$ cat src/nsp_pkg.sv
// Package: widths, constants and carrier types for the select and overrange block
package nsp_pkg;

	// ****************************************
	// Widths
	// ****************************************
	localparam int SAMPLE_W   = 12;
	localparam int THRESH_W   = 8;
	localparam int PULSE_W    = 4;
	localparam int PHASE_W    = 32;
	localparam int NUM_OSC    = 4;
	localparam int SEL_W      = 2;
	localparam int SYNC_DEPTH = 3;

	// ****************************************
	// Constants
	// ****************************************
	localparam logic        SRC_PINS      = 1'h1;
	localparam logic [1:0]  SEL_RESET     = 2'h0;
	localparam logic [PULSE_W-1:0] PULSE_ONE = 4'h1;
	localparam logic [PULSE_W-1:0] PULSE_ZERO = 4'h0;
	localparam logic [PHASE_W-1:0] PHASE_ZERO = 32'h0000_0000;
	localparam logic [SYNC_DEPTH-1:0] SYNC_ZERO = 3'h0;
	localparam int  SHIFT_MSB_POS = 4;

	// ****************************************
	// Types
	// ****************************************
	typedef struct packed {
		logic msb;
		logic lsb;
	} nsp_sel_pins_s;

	typedef struct packed {
		logic second;
		logic first;
	} nsp_flags_s;

	typedef logic [PHASE_W-1:0] nsp_phase_t;

	typedef enum logic [1:0] {
		NSP_IDLE,
		NSP_HOLD
	} nsp_ovr_e;

endpackage : nsp_pkg

$ cat src/nsp_sync.sv
// Synchroniser: multi-stage capture of asynchronous select pins
module nsp_sync (
	input  wire logic                      clk_sys,
	input  wire logic                      srst,
	input  wire logic                      clk_en,
	input  wire logic [nsp_pkg::SEL_W-1:0] async_in,
	output logic      [nsp_pkg::SEL_W-1:0] sync_out
);

	logic [nsp_pkg::SEL_W-1:0] stage [nsp_pkg::SYNC_DEPTH];

	// Chained capture stages
	always_ff @(posedge clk_sys) begin
		if (srst) begin
			for (int i = 0; i < nsp_pkg::SYNC_DEPTH; i++) begin
				stage[i] <= nsp_pkg::SEL_RESET;
			end
		end else if (clk_en) begin
			stage[0] <= async_in;
			for (int i = 1; i < nsp_pkg::SYNC_DEPTH; i++) begin
				stage[i] <= stage[i-1];
			end
		end
	end

	assign sync_out = stage[nsp_pkg::SYNC_DEPTH-1];

endmodule : nsp_sync

$ cat src/nsp_top.sv
// Oscillator selection and overrange flag logic for two channels
// Behaviour
// Converter A reads its two select pins as an index, first pin low bit, second pin high bit.
// Converter B decodes its own select pin pair the same way to pick one of four oscillators.
// Every oscillator keeps advancing its phase whether selected or not.
// Selection follows the pins only while the selection source setting is 1.
// Select pins are accepted as asynchronous with no timing relation to the clock.
// Channel A first flag rises when its input exceeds the first threshold.
// Channel A second flag rises when its input exceeds the second threshold.
// Channel B has its own two flags for the first and second thresholds.
// A raised flag stays high for at least the programmed pulse length.
// Select pins pass a multi-stage synchroniser before decoding.
module nsp_top (
	input  wire logic                         clk_sys,
	input  wire logic                         srst,
	input  wire logic                         clk_en,
	input  wire logic                         ddc_a_osc_select_lsb,
	input  wire logic                         ddc_a_osc_select_msb,
	input  wire logic                         ddc_b_osc_select_lsb,
	input  wire logic                         ddc_b_osc_select_msb,
	input  wire logic                         osc_select_source,
	input  wire logic [nsp_pkg::SEL_W-1:0]    reg_sel_a,
	input  wire logic [nsp_pkg::SEL_W-1:0]    reg_sel_b,
	input  wire nsp_pkg::nsp_phase_t          osc_freq_word [nsp_pkg::NUM_OSC],
	input  wire logic [nsp_pkg::SAMPLE_W-1:0] sample_a,
	input  wire logic [nsp_pkg::SAMPLE_W-1:0] sample_b,
	input  wire logic [nsp_pkg::THRESH_W-1:0] over_threshold_first,
	input  wire logic [nsp_pkg::THRESH_W-1:0] over_threshold_second,
	input  wire logic [nsp_pkg::PULSE_W-1:0]  over_pulse_length,
	output logic      [nsp_pkg::SEL_W-1:0]    osc_sel_a,
	output logic      [nsp_pkg::SEL_W-1:0]    osc_sel_b,
	output nsp_pkg::nsp_phase_t               mix_phase_a,
	output nsp_pkg::nsp_phase_t               mix_phase_b,
	output logic                              chan_a_over_flag_first,
	output logic                              chan_a_over_flag_second,
	output logic                              chan_b_over_flag_first,
	output logic                              chan_b_over_flag_second
);

	// ****************************************
	// Functions
	// ****************************************
	// Magnitude of a signed sample, top bits compared with a threshold
	function automatic logic exceeds(input logic [nsp_pkg::SAMPLE_W-1:0] s,
		input logic [nsp_pkg::THRESH_W-1:0] t);
		logic [nsp_pkg::SAMPLE_W-1:0] mag;
		mag = s[nsp_pkg::SAMPLE_W-1] ? ~s : s;
		return mag[nsp_pkg::SAMPLE_W-2 -: nsp_pkg::THRESH_W] > t;
	endfunction : exceeds

	// ****************************************
	// Select synchronisers
	// ****************************************
	nsp_pkg::nsp_sel_pins_s pins_a;
	nsp_pkg::nsp_sel_pins_s pins_b;
	logic [nsp_pkg::SEL_W-1:0] sync_a;
	logic [nsp_pkg::SEL_W-1:0] sync_b;

	// Pin pair to index A
	assign pins_a = '{msb: ddc_a_osc_select_msb, lsb: ddc_a_osc_select_lsb};
	// Pin pair to index B
	assign pins_b = '{msb: ddc_b_osc_select_msb, lsb: ddc_b_osc_select_lsb};

	// Async pins into sync chain
	nsp_sync u_sync_a (
		.clk_sys  (clk_sys),
		.srst     (srst),
		.clk_en   (clk_en),
		.async_in (pins_a),
		.sync_out (sync_a)
	);

	nsp_sync u_sync_b (
		.clk_sys  (clk_sys),
		.srst     (srst),
		.clk_en   (clk_en),
		.async_in (pins_b),
		.sync_out (sync_b)
	);

	// ****************************************
	// Selection
	// ****************************************
	logic [nsp_pkg::SEL_W-1:0] next_sel_a;
	logic [nsp_pkg::SEL_W-1:0] next_sel_b;

	// Pins only when source is 1
	assign next_sel_a = (osc_select_source == nsp_pkg::SRC_PINS) ? sync_a : reg_sel_a;
	assign next_sel_b = (osc_select_source == nsp_pkg::SRC_PINS) ? sync_b : reg_sel_b;

	always_ff @(posedge clk_sys) begin
		if (srst) begin
			osc_sel_a <= nsp_pkg::SEL_RESET;
			osc_sel_b <= nsp_pkg::SEL_RESET;
		end else if (clk_en) begin
			osc_sel_a <= next_sel_a;
			osc_sel_b <= next_sel_b;
		end
	end

	// ****************************************
	// Oscillator bank
	// ****************************************
	nsp_pkg::nsp_phase_t phase_a [nsp_pkg::NUM_OSC];
	nsp_pkg::nsp_phase_t phase_b [nsp_pkg::NUM_OSC];

	// All phases advance on every cycle with clk_en high, selected or not
	always_ff @(posedge clk_sys) begin
		if (srst) begin
			for (int i = 0; i < nsp_pkg::NUM_OSC; i++) begin
				phase_a[i] <= nsp_pkg::PHASE_ZERO;
				phase_b[i] <= nsp_pkg::PHASE_ZERO;
			end
		end else if (clk_en) begin
			for (int i = 0; i < nsp_pkg::NUM_OSC; i++) begin
				phase_a[i] <= phase_a[i] + osc_freq_word[i];
				phase_b[i] <= phase_b[i] + osc_freq_word[i];
			end
		end
	end

	always_ff @(posedge clk_sys) begin
		if (srst) begin
			mix_phase_a <= nsp_pkg::PHASE_ZERO;
			mix_phase_b <= nsp_pkg::PHASE_ZERO;
		end else if (clk_en) begin
			mix_phase_a <= phase_a[osc_sel_a];
			mix_phase_b <= phase_b[osc_sel_b];
		end
	end

	// ****************************************
	// Overrange detection
	// ****************************************
	nsp_pkg::nsp_flags_s hit_a;
	nsp_pkg::nsp_flags_s hit_b;
	logic [3:0] hit;
	logic [3:0] flag;
	logic [nsp_pkg::PULSE_W-1:0] hold_cnt [4];

	// A over first threshold
	assign hit_a.first  = exceeds(sample_a, over_threshold_first);
	// A over second threshold
	assign hit_a.second = exceeds(sample_a, over_threshold_second);
	// B pair of thresholds
	assign hit_b.first  = exceeds(sample_b, over_threshold_first);
	assign hit_b.second = exceeds(sample_b, over_threshold_second);
	assign hit = {hit_b.second, hit_b.first, hit_a.second, hit_a.first};

	// Stretch to pulse length
	always_ff @(posedge clk_sys) begin
		if (srst) begin
			for (int i = 0; i < 4; i++) begin
				hold_cnt[i] <= nsp_pkg::PULSE_ZERO;
				flag[i]     <= 1'b0;
			end
		end else if (clk_en) begin
			for (int i = 0; i < 4; i++) begin
				if (hit[i]) begin
					hold_cnt[i] <= over_pulse_length;
					flag[i]     <= 1'b1;
				end else if (hold_cnt[i] > nsp_pkg::PULSE_ONE) begin
					hold_cnt[i] <= hold_cnt[i] - nsp_pkg::PULSE_ONE;
				end else begin
					hold_cnt[i] <= nsp_pkg::PULSE_ZERO;
					flag[i]     <= 1'b0;
				end
			end
		end
	end

	assign chan_a_over_flag_first  = flag[0];
	assign chan_a_over_flag_second = flag[1];
	assign chan_b_over_flag_first  = flag[2];
	assign chan_b_over_flag_second = flag[3];
endmodule : nsp_top

$ cat config.mk
export PLATFORM = sky130hd
export DESIGN_NAME = nsp_top
export DESIGN_NICKNAME = d
export VERILOG_FILES = /design/src/nsp_pkg.sv /design/src/nsp_sync.sv /design/src/nsp_top.sv
export SDC_FILE = /design/constraint.sdc
export NUM_CORES = 1
export LEC_CHECK = 0
export ABC_AREA = 0
export BUFFER_PORTS_ARGS = -buffer_cell sky130_fd_sc_hd__buf_4
export CAP_MARGIN = 20
export CORE_ASPECT_RATIO = 0.5
export CORE_MARGIN = 10
export CORE_UTILIZATION = 51
export DETAILED_ROUTE_END_ITERATION = 7
export PLACE_DENSITY = 0.78
export SYNTH_ARGS = -nofsm -noshare
export SYNTH_HDL_FRONTEND = slang
export SYNTH_SLANG_ARGS = --single-unit
export TNS_END_PERCENT = 1
$ cat constraint.sdc
create_clock -name clk_sys -period 5.79 [get_ports clk_sys]
set_clock_uncertainty 0.1 [all_clocks]
set_input_delay 0.2895 -clock clk_sys [delete_from_list [all_inputs] [get_ports clk_sys]]
set_output_delay 0.2895 -clock clk_sys [all_outputs]
set_load 0.02 [all_outputs]
# Word-level counts from Yosys, hierarchy flattened
# Memories as Yosys holds them, arrays and structs flattened. A register that Yosys moved wholly into a read port is not among the register bits.
# Index checks and enable logic that the tools add are counted.
dict set report totals {
  reg_bits 8
  mem_bits_rw 284
  in_bits 184
  out_inout_bits 72
  wordCells 166
  n_memories 5
}
# name depth width read_ports rd_clocked_by_memory_dff wr line
set mem_list {}
lappend mem_list {phase_a 4 32 5 1 4 nsp_top.sv:104} ;# nsp_pkg::nsp_phase_t phase_a [nsp_pkg::NUM_OSC];
lappend mem_list {phase_b 4 32 5 1 4 nsp_top.sv:105} ;# nsp_pkg::nsp_phase_t phase_b [nsp_pkg::NUM_OSC];
lappend mem_list {hold_cnt 4 4 4 0 4 nsp_top.sv:139} ;# logic [nsp_pkg::PULSE_W-1:0] hold_cnt [4];
lappend mem_list {u_sync_a.stage 3 2 3 0 3 nsp_sync.sv:10} ;# logic [nsp_pkg::SEL_W-1:0] stage [nsp_pkg::SYNC_DEPTH];
lappend mem_list {u_sync_b.stage 3 2 3 0 3 nsp_sync.sv:10}
dict set report op_classes {
  addsub 12
  n_lt_le_gt_ge 8
  n_eq_ne 4
  mux 99
  n_bitwise 28
  reduce_logical 4
}
# cell count
set op_table {}
lappend op_table {{adder 32 bit} 8}
lappend op_table {{two-way mux 32 bit} 8}
lappend op_table {{two-way mux 1 bit} 69}
lappend op_table {{two-way mux 4 bit} 12}
lappend op_table {{> comparator 8 bit} 4}
lappend op_table {{bitwise OR 1 bit} 26}
lappend op_table {{two-way mux 11 bit} 2}
lappend op_table {{NOT 11 bit} 2}
lappend op_table {{> comparator 4 x 1 -> 1 bit (second input constant)} 4}
lappend op_table {{two-way mux 2 bit} 8}
lappend op_table {{subtractor 4 x 1 -> 4 bit (second input constant)} 4}
lappend op_table {{inequality test 2 bit (second input constant)} 4}
lappend op_table {{AND reduction 2 bit} 4}

# Longest topological paths before layout
# Gate-level depths: netlist of the first run.
dict set report depth {
  word_depth 10
  mapped_depth 12
  ltp_nobuf 11
}

# Modules after synthesis
# Synthesis of the first run repeated with hierarchy kept, for this count alone.
dict set report hier_totals {
  cells_unflattened 2846
  hier_area_um2 27832.9
}
# mod n_inst cells_per_inst area_per_inst_um2 seq_area_each_um2
set modules_own_cells {}
lappend modules_own_cells {nsp_top 1 2816 27325.0 9609.2}
lappend modules_own_cells {nsp_sync 2 15 254.0 180.2}

# Worst setup path before layout of the first run
# OpenSTA, ideal clock, no wires.
dict set report synth_timing {
  path_kind {input to register}
  startpoint {input clk_en}
  endpoint {memory hold_cnt[0][0] in the netlist's numbering, enable pin}
  setup_ns 0.528
  arrival_ns 4.356
  t_required_ns 5.162
  slack_ns 0.806
  cell_stages 3
  path_buffers 2
  cell_sequence {clkbuf_1 > clkbuf_1 > or2_2}
}
# item line
set synth_rtl {}
lappend synth_rtl {{from (decl)} nsp_top.sv:16} ;# input wire logic clk_en,
lappend synth_rtl {{to (decl)} nsp_top.sv:139}

==> run_results.csv, run 1 <==
group,metric,value,unit
synth,ys_seq_elements,356,
cts,cts_buffer_depth,3,
synth,async_flop_share,0,%
floorplanning,ioPinCount,256,
placement,dp_slack,1270,ps
global_route,antenna_found_initial,4,
synth,netlist_instances,2787,
critical_path,ff2ff_path_depth,10,
power_and_ir_drop,p_leak,13.7,nW
global_route,grt_use_met1,34.4,%
cts,cts_setup_buffers,0,
drt,wl_per_cell,22.9,um
power_and_ir_drop,p_total,9.05,mW
floorplanning,die_h,183,um
sta,finalSetupViolations,0,
placement,placed_cells,3654,
synth,synth_xor_area_share,7.13,%
critical_path,path_class,"register to register",
placement,post_dp_cell_area,0.0298,sq mm
critical_path,endpoint,"phase_b[3][31]$_SDFFCE_PN0P_",
synth,ys_seq_area_share,36.6,%
sta,layout_setup_ws,1020,ps
global_route,grt_max_degree,152,
critical_path,worstSetupEndpointType,"register",
synth,synth-main-ff-cell,"edfxtp_1",
synth,synth_compound_area_share,17.5,%
placement,place.port_buffers,249,
critical_path,rrSetupSlack,1020,ps
global_route,grt_pass1_vias,21700,
sta,finalHoldViolCount,0,
synth,synth_edf_count,284,
global_route,grt_remaining_overflow,0,
floorplanning,die_w,347,um
cts,clkSinkCount,356,
drt,drc_errors,0,
synth,syn_nets,3267,
critical_path,r2r-end,"phase_b[3][31]$_SDFFCE_PN0P_",
global_route,grt_usage,25.4,%
drt,num_vias,23300,
cts,cts_max_level,2,
drt,finalWirelength,85700,um
synth,syn_avg_cell_area,9.78,sq um
sta,maxSlewViolCount,0,
drt,routed_via_density,6.23,
global_route,grt.busiest_layer,"met2",
critical_path,critical_path.max_fanout,5,
critical_path,critPathLaunchType,"register",
cts,clk_pin_slew,70,ps
cts,cts_tree,"yes",
sta,timing.fmax,210,MHz
cts,cts_buffers,38,
power_and_ir_drop,powerDensity,291,mW/mm^2
synth,yosys-top-cells-count,"nor2_1, ha_1, edfxtp_1",
sta,tightest_slew,1190,ps
critical_path,r2r_start,"phase_b[3][2]$_SDFFCE_PN0P_",
sta,grt_setup_unrepaired,"false",
layout,synthToLayoutAreaGrowth,14.1,%
layout,final_cells,3733,
synth,synthAdderAreaFrac,13.8,%
layout,drive_gt1_share,13.7,%
global_route,grt_pass1_wl,127000,um
layout,multi_input_area,0.0166,sq mm
power_and_ir_drop,max-vdd-ir-drop,0.188,mV
placement,gp_congestion,1.01,
sta,hold_ws,10.5,ps
sta,post-route-min-period,4770,ps
sta,slew_headroom,20.3,%
global_route,met2_usage,39.3,%
synth,ys_types,75,
layout,nets,3480,
status,status,"finished, final reports clean",
synth,synth-simple-area-share,13.8,%
critical_path,required,5970,ps
drt,drtPass1Iterations,6,
min_path,hold_class,"input port to register",
drt,postRouteAntennaNets,0,
synth,yosys-mux-area-fraction,8.59,%
layout,fin_area,0.0311,sq mm
layout,seqCellArea,0.00997,sq mm
synth,netlist_area,0.0273,sq mm
global_route,grtUsageMet3,6.69,%
critical_path,worst_ep_arrival_time,4950,ps
floorplanning,die_area,0.0637,sq mm
cts,root_buffer,"clkbuf_16",
synth,synthTopCellsByArea,"edfxtp_1, ha_1, nor2_1, dfxtp_1, mux4_2",
synth,yosys_warnings,0,
sta,min_period_over_period,82.4,%
synth,synth_top_family_by_area,"compound AO/OA/AOI/OAI gates",
layout,final_core_util,59.3,%
placement,post-dp-hpwl,65300,um
floorplanning,row_count,59,
synth,netlist.area_leader.share,31.3,%
synth,yosys.area.top_type,"edfxtp_1",
synth,yosysMostFrequentCell,"nor2_1",
cts,worst_skew_pair.late_latency,560,ps
sta,setup_tns,0,ps
critical_path,startpoint,"phase_b[3][2]$_SDFFCE_PN0P_",
floorplanning,coreArea,0.0524,sq mm
layout,n_fill_cell,4391,
drt,drt_iter0_drc,2653,
floorplanning,start_util,52.0,%
run,max_cap_viol_count,0,
worst min-delay path by stage:
stage / slack (ps) / from / to / cells past startpoint
2_1_floorplan: 390 / ddc_a_osc_select_lsb / u_sync_a.stage[0][0]$_SDFFCE_PN0P_ / 1
3_3_place_gp: 370 / flag[2]$_SDFFE_PP0P_ / flag[2]$_SDFFE_PP0P_ / 2
3_5_place_dp: 380 / mix_phase_a[2]$_SDFFE_PP0P_ / mix_phase_a[2]$_SDFFE_PP0P_ / 2
4_1_cts: 0.8 / over_pulse_length[3] / hold_cnt[2][3]$_SDFFCE_PP0P_ / 3
5_1_grt: 20 / reg_sel_a[1] / osc_sel_a[1]$_SDFFE_PP0P_ / 3
6_report: 10 / over_pulse_length[3] / hold_cnt[2][3]$_SDFFCE_PP0P_ / 3
placed cells by master (no fill, tap or decap), drive strengths merged, types with 9 or more instances in the layout:
cell    Yosys  layout
nor3b       9       9
o21a       40      40
nor2b      24      24
a31oi      34      34
or3        10      10
and2       38      38
xnor2     115     115
nand3      53      53
nand2b     18      18
nand2     133     133
a21o      116     116
mux2i      90      90
nand4      28      28
o211ai     11      11
edfxtp    284     284
o31ai      11      11
xor2      107     107
o21ai     141     141
inv        84      84
dfxtp      72      72
o21bai     45      45
or2        12      12
mux4       64      64
a21oi     222     222
buf        20     265
a211oi     37      37
nor3       54      54
and3       27      27
clkbuf     76      56
nor2      411     411
ha        288     288
clkinv      0      10
registers in the layout (all words and copies together), names as in the netlist:
name	cells
flag	4
osc_sel_b	2
osc_sel_a	2
u_sync_b.stage	6
mix_phase_b	32
mix_phase_a	32
hold_cnt	16
phase_b	128
u_sync_a.stage	6
phase_a	128
cell families after synthesis:
family	count (synthesis)
simple gates	836
xor+xnor	222
flops	356
fa+ha+maj	296
mux	154
compound gates	741
buf+inv	182
final cells by class:
class	count	share of cell area [%]
multi-input cells	2249	53.4
flip-flops and latches	356	32.1
repair buffers	271	6.77
clock buffers	56	3.54
well taps	701	2.82
inverters	84	1.01
clock inverters	12	0.354
diodes	4	0.0322
where the power goes:
group | internal [mW] | switching [mW] | leakage [nW] | total [mW]
Combinational | 1.35 | 1.86 | 9.41 | 3.22
Sequential | 3.11 | 0.239 | 3.72 | 3.35
Clock | 1.41 | 1.08 | 0.596 | 2.49
worst max-delay path, stage by stage, from the launching register on:
cell and delay (ps):
edfxtp_1 380, ha_1 350, a211oi_1 910, o211ai_1 320
a221oi_1 880, a21o_1 360, a21oi_1 190, a21oi_1 540
o41ai_1 200, xnor2_1 220, nor2_1 60
metal layers:
metal	vias up	share of wire, %
li1	10800	-
met1	11100	42
met5	-	0
met3	159	11
met4	0	3.1
met2	1215	44
repair_timing:
item	in CTS	in global routing
hold endpoints to repair	6	0
hold buffers	6	0
gates resized for setup	0	0
No activity file was read; power rests on OpenSTA's default activity.
==> run 2, diff against run 1 <==
--- a/config.mk
+++ b/config.mk
@@ -5,14 +5,14 @@
 export SDC_FILE = /design/constraint.sdc
 export NUM_CORES = 1
 export LEC_CHECK = 0
-export ABC_AREA = 0
+export ABC_AREA = 1
 export BUFFER_PORTS_ARGS = -buffer_cell sky130_fd_sc_hd__buf_4
 export CAP_MARGIN = 20
 export CORE_ASPECT_RATIO = 0.5
 export CORE_MARGIN = 10
 export CORE_UTILIZATION = 51
 export DETAILED_ROUTE_END_ITERATION = 7
-export PLACE_DENSITY = 0.78
+export PLACE_DENSITY = 0.8
 export SYNTH_ARGS = -nofsm -noshare
 export SYNTH_HDL_FRONTEND = slang
 export SYNTH_SLANG_ARGS = --single-unit
==> constraint.sdc (replaced) <==
create_clock -name clk_sys -period 4.03 [get_ports clk_sys]
set_clock_uncertainty 0.1 [all_clocks]
set_input_delay 0.2015 -clock clk_sys [delete_from_list [all_inputs] [get_ports clk_sys]]
set_output_delay 0.2015 -clock clk_sys [all_outputs]
set_load 0.02 [all_outputs]
==> run 2 against run 1 <==
Effect of this change: worst setup slack worse by 66 ps; final cell count increased by 76%; hold slack improved by 7.7 ps; sequential share of layout area fell by 6.0 points; critical path depth down 2; sequential power increased by 45%; count of clock-buffer cells in the layout increased by 9; utilization decreased by 0.78 points; critical path type is now input port to register; power grew 52%; die area is 22% higher.
==> run_results.csv, run 2 <==
group,metric,value,unit
sta,hold_ws,18.1,ps
layout,synthToLayoutAreaGrowth,13.3,%
synth,ys_seq_area_share,29.6,%
synth,yosys-top-cells-count,"nand2_1, inv_1, nor2_1",
min_path,hp-start,"osc_freq_word[31]",
layout,reg_top3,"phase_a: 128 flops, phase_b: 128 flops",
cts,worst_skew_pair.late_latency,600,ps
layout,final_cell_mix,"nand2_1, inv_1, nor2_1, a21oi_1, ha_1",
layout,nets,6130,
sta,slew_headroom,40.1,%
global_route,grt_max_degree,86,
drt,num_vias,35900,
global_route,grt_remaining_overflow,0,
critical_path,ff2ff_path_depth,10,
min_path,hold_end,"phase_a[3][31]$_SDFFCE_PN0P_",
cts,cts_max_level,2,
floorplanning,start_util,51.7,%
sta,finalSetupViolations,0,
min_path,hold_class,"input port to register",
synth,netlist.area_leader.share,25.3,%
sta,post-route-min-period,3070,ps
sta,layout_setup_ws,956,ps
sta,maxSlewViolCount,0,
critical_path,max_stage_delay,690,ps
drt,drtPass1Iterations,6,
critical_path,path_class,"input port to register",
critical_path,crit_family,"buffers and inverters",
floorplanning,ioPinCount,256,
layout,final_common_cell,"nand2_1",
synth,yosys.area.top_type,"edfxtp_1",
drt,drt_iter0_drc,3853,
sta,setup_tns,0,ps
synth,syn_avg_cell_area,6.25,sq um
floorplanning,coreArea,0.0652,sq mm
placement,gp_congestion,1.01,
synth,yosys_warnings,0,
placement,post-dp-hpwl,99700,um
cts,cts_tree,"yes",
synth,synthTopCellsByArea,"edfxtp_1, nand2_1, ha_1, inv_1, nor2_1",
sta,min_period_over_period,76.3,%
critical_path,critPathLaunchType,"input port",
critical_path,worstSetupEndpointType,"register",
critical_path,critical_path.max_fanout,25,
global_route,grt_pass1_vias,33900,
global_route,grt_pass1_wl,187000,um
layout,antenna_cells,0,
cts,clkSinkCount,356,
synth,synth_edf_count,284,
placement,post_dp_cell_area,0.0365,sq mm
drt,routed_via_density,5.47,
synth,syn_nets,5879,
placement,dp_slack,1510,ps
floorplanning,die_h,202,um
sta,grt_setup_unrepaired,"false",
global_route,antenna_found_initial,1,
synth,synth-main-ff-cell,"edfxtp_1",
synth,netlist_area,0.0337,sq mm
critical_path,crit_buf_inv,5,
synth,netlist_instances,5399,
critical_path,cp_cell_sequence,"dlygate4sd3_1 -> buf_4 -> nor2_4 -> buf_4 -> o21ai_0 -> dlygate4sd3_1 -> o22ai_1 -> dlygate4sd3_1",
drt,wl_per_cell,18.9,um
power_and_ir_drop,p_leak,21.1,nW
critical_path,r2r_start,"phase_b[1][0]$_SDFFCE_PN0P_",
floorplanning,die_w,384,um
cts,cts_buffer_depth,3,
power_and_ir_drop,powerDensity,361,mW/mm^2
synth,ys_seq_elements,356,
cts,cts_resized,0,
layout,seqCellArea,0.00997,sq mm
critical_path,slowest_stage,"nor2_4",
critical_path,required,4460,ps
cts,clk_pin_slew,70,ps
sta,timing.fmax,325,MHz
drt,finalWirelength,124000,um
floorplanning,die_area,0.0774,sq mm
global_route,grt_usage,30.8,%
sta,tightest_slew,897,ps
synth,ys_types,44,
layout,multi_input_area,0.0199,sq mm
critical_path,rrSetupSlack,1420,ps
status,status,"finished, final reports clean",
critical_path,crit_top_cell,"dlygate4sd3_1",
layout,drive_gt1_share,7.85,%
critical_path,worst_ep_arrival_time,3510,ps
floorplanning,row_count,66,
synth,async_flop_share,0,%
drt,postRouteAntennaNets,0,
sta,finalHoldViolCount,0,
run,max_cap_viol_count,0,
cts,cts_buffers,40,
critical_path,r2r-end,"phase_b[1][24]$_SDFFCE_PN0P_",
placement,place.port_buffers,249,
min_path,holdPathStages,4,
drt,drc_errors,0,
critical_path,crit_cells,8,
synth,yosysMostFrequentCell,"nand2_1",
power_and_ir_drop,max-vdd-ir-drop,0.276,mV
layout,fin_area,0.0382,sq mm
cts,root_buffer,"clkbuf_16",
layout,n_fill_cell,6260,
## run 2: cell count changes after synthesis, sizes merged, moves of 34 or more
cell,change
mux4,-64
o21ai,+121
mux2i,-90
inv,+828
xnor2,-97
a31oi,-34
a211oi,-37
xor2,-87
nor2,+294
nand2,+1832
a21o,-114
o22ai,+68
nand3,+199
a21oi,+97
## run 2: power by group
part	switching [mW]	internal, mW	total (mW)
clock network	1.78	2.22	4.00
registers	0.428	4.42	4.85
logic	3.31	1.62	4.93
## run 2: per-layer routing
layer,global-route usage (%),vias to the layer above,wire length [um]
li1,-,17600,-
met1,39.9,16400,50000
met2,49.5,1681,54100
met3,7.06,282,14600
met4,12.1,0,5480
met5,0,-,0
## run 2: worst min-delay path, cell delays in order
cell and delay [ps]:
buf_4 100, xnor2_1 130, a21oi_1 50, nor2_1 100
## run 2: worst max path at each step
stage,from,end,slack (ps)
2_1_floorplan,clk_en,hold_cnt[0][0]$_SDFFCE_PP0P_,1120
3_3_place_gp,phase_b[0][0]$_SDFFCE_PN0P_,phase_b[0][24]$_SDFFCE_PN0P_,1550
3_5_place_dp,phase_b[0][0]$_SDFFCE_PN0P_,phase_b[0][24]$_SDFFCE_PN0P_,1510
4_1_cts,srst,osc_sel_a[1]$_SDFFE_PP0P_,1160
5_1_grt,srst,osc_sel_a[1]$_SDFFE_PP0P_,830
6_report,srst,osc_sel_a[1]$_SDFFE_PP0P_,960
## run 2: final cells by class
class | instances | area share (%)
Timing Repair Buffer | 302 | 6.32
Tap cell | 884 | 2.90
Clock buffer | 65 | 3.40
Inverter | 912 | 8.96
Multi-Input combinational cell | 4038 | 52.1
Clock inverter | 9 | 0.164
Sequential cell | 356 | 26.1
## run 2: kinds of logic (layout without fill, tap and decap cells)
group           count (synthesis)  in the layout  share of synthesized area, %
buf+inv                      1005           1288                          11.4
compound gates                707            707                          11.2
flops                         356            356                          29.6
simple gates                 2997           2997                          35.7
fa+ha+maj                     296            296                          11.2
xor+xnor                       38             38                         0.987
## run 2: what timing repair did
| action | CTS | global route |
|---|---|---|
| hold buffers | 29 | 0 |
| endpoints found under the hold margin | 39 | 0 |
| buffers inserted | 0 | 0 |
| setup endpoints to repair | 0 | 0 |
## run 2: metrics by stage
stage	power, mW	util, %	std cells
2_1_floorplan	8.03	-	5399
3_3_place_gp	9.53	56.0	6463
3_5_place_dp	9.65	56.0	6463
4_1_cts	13.6	58.6	6566
5_1_grt	14.5	58.6	6566
6_report	13.8	58.6	6566
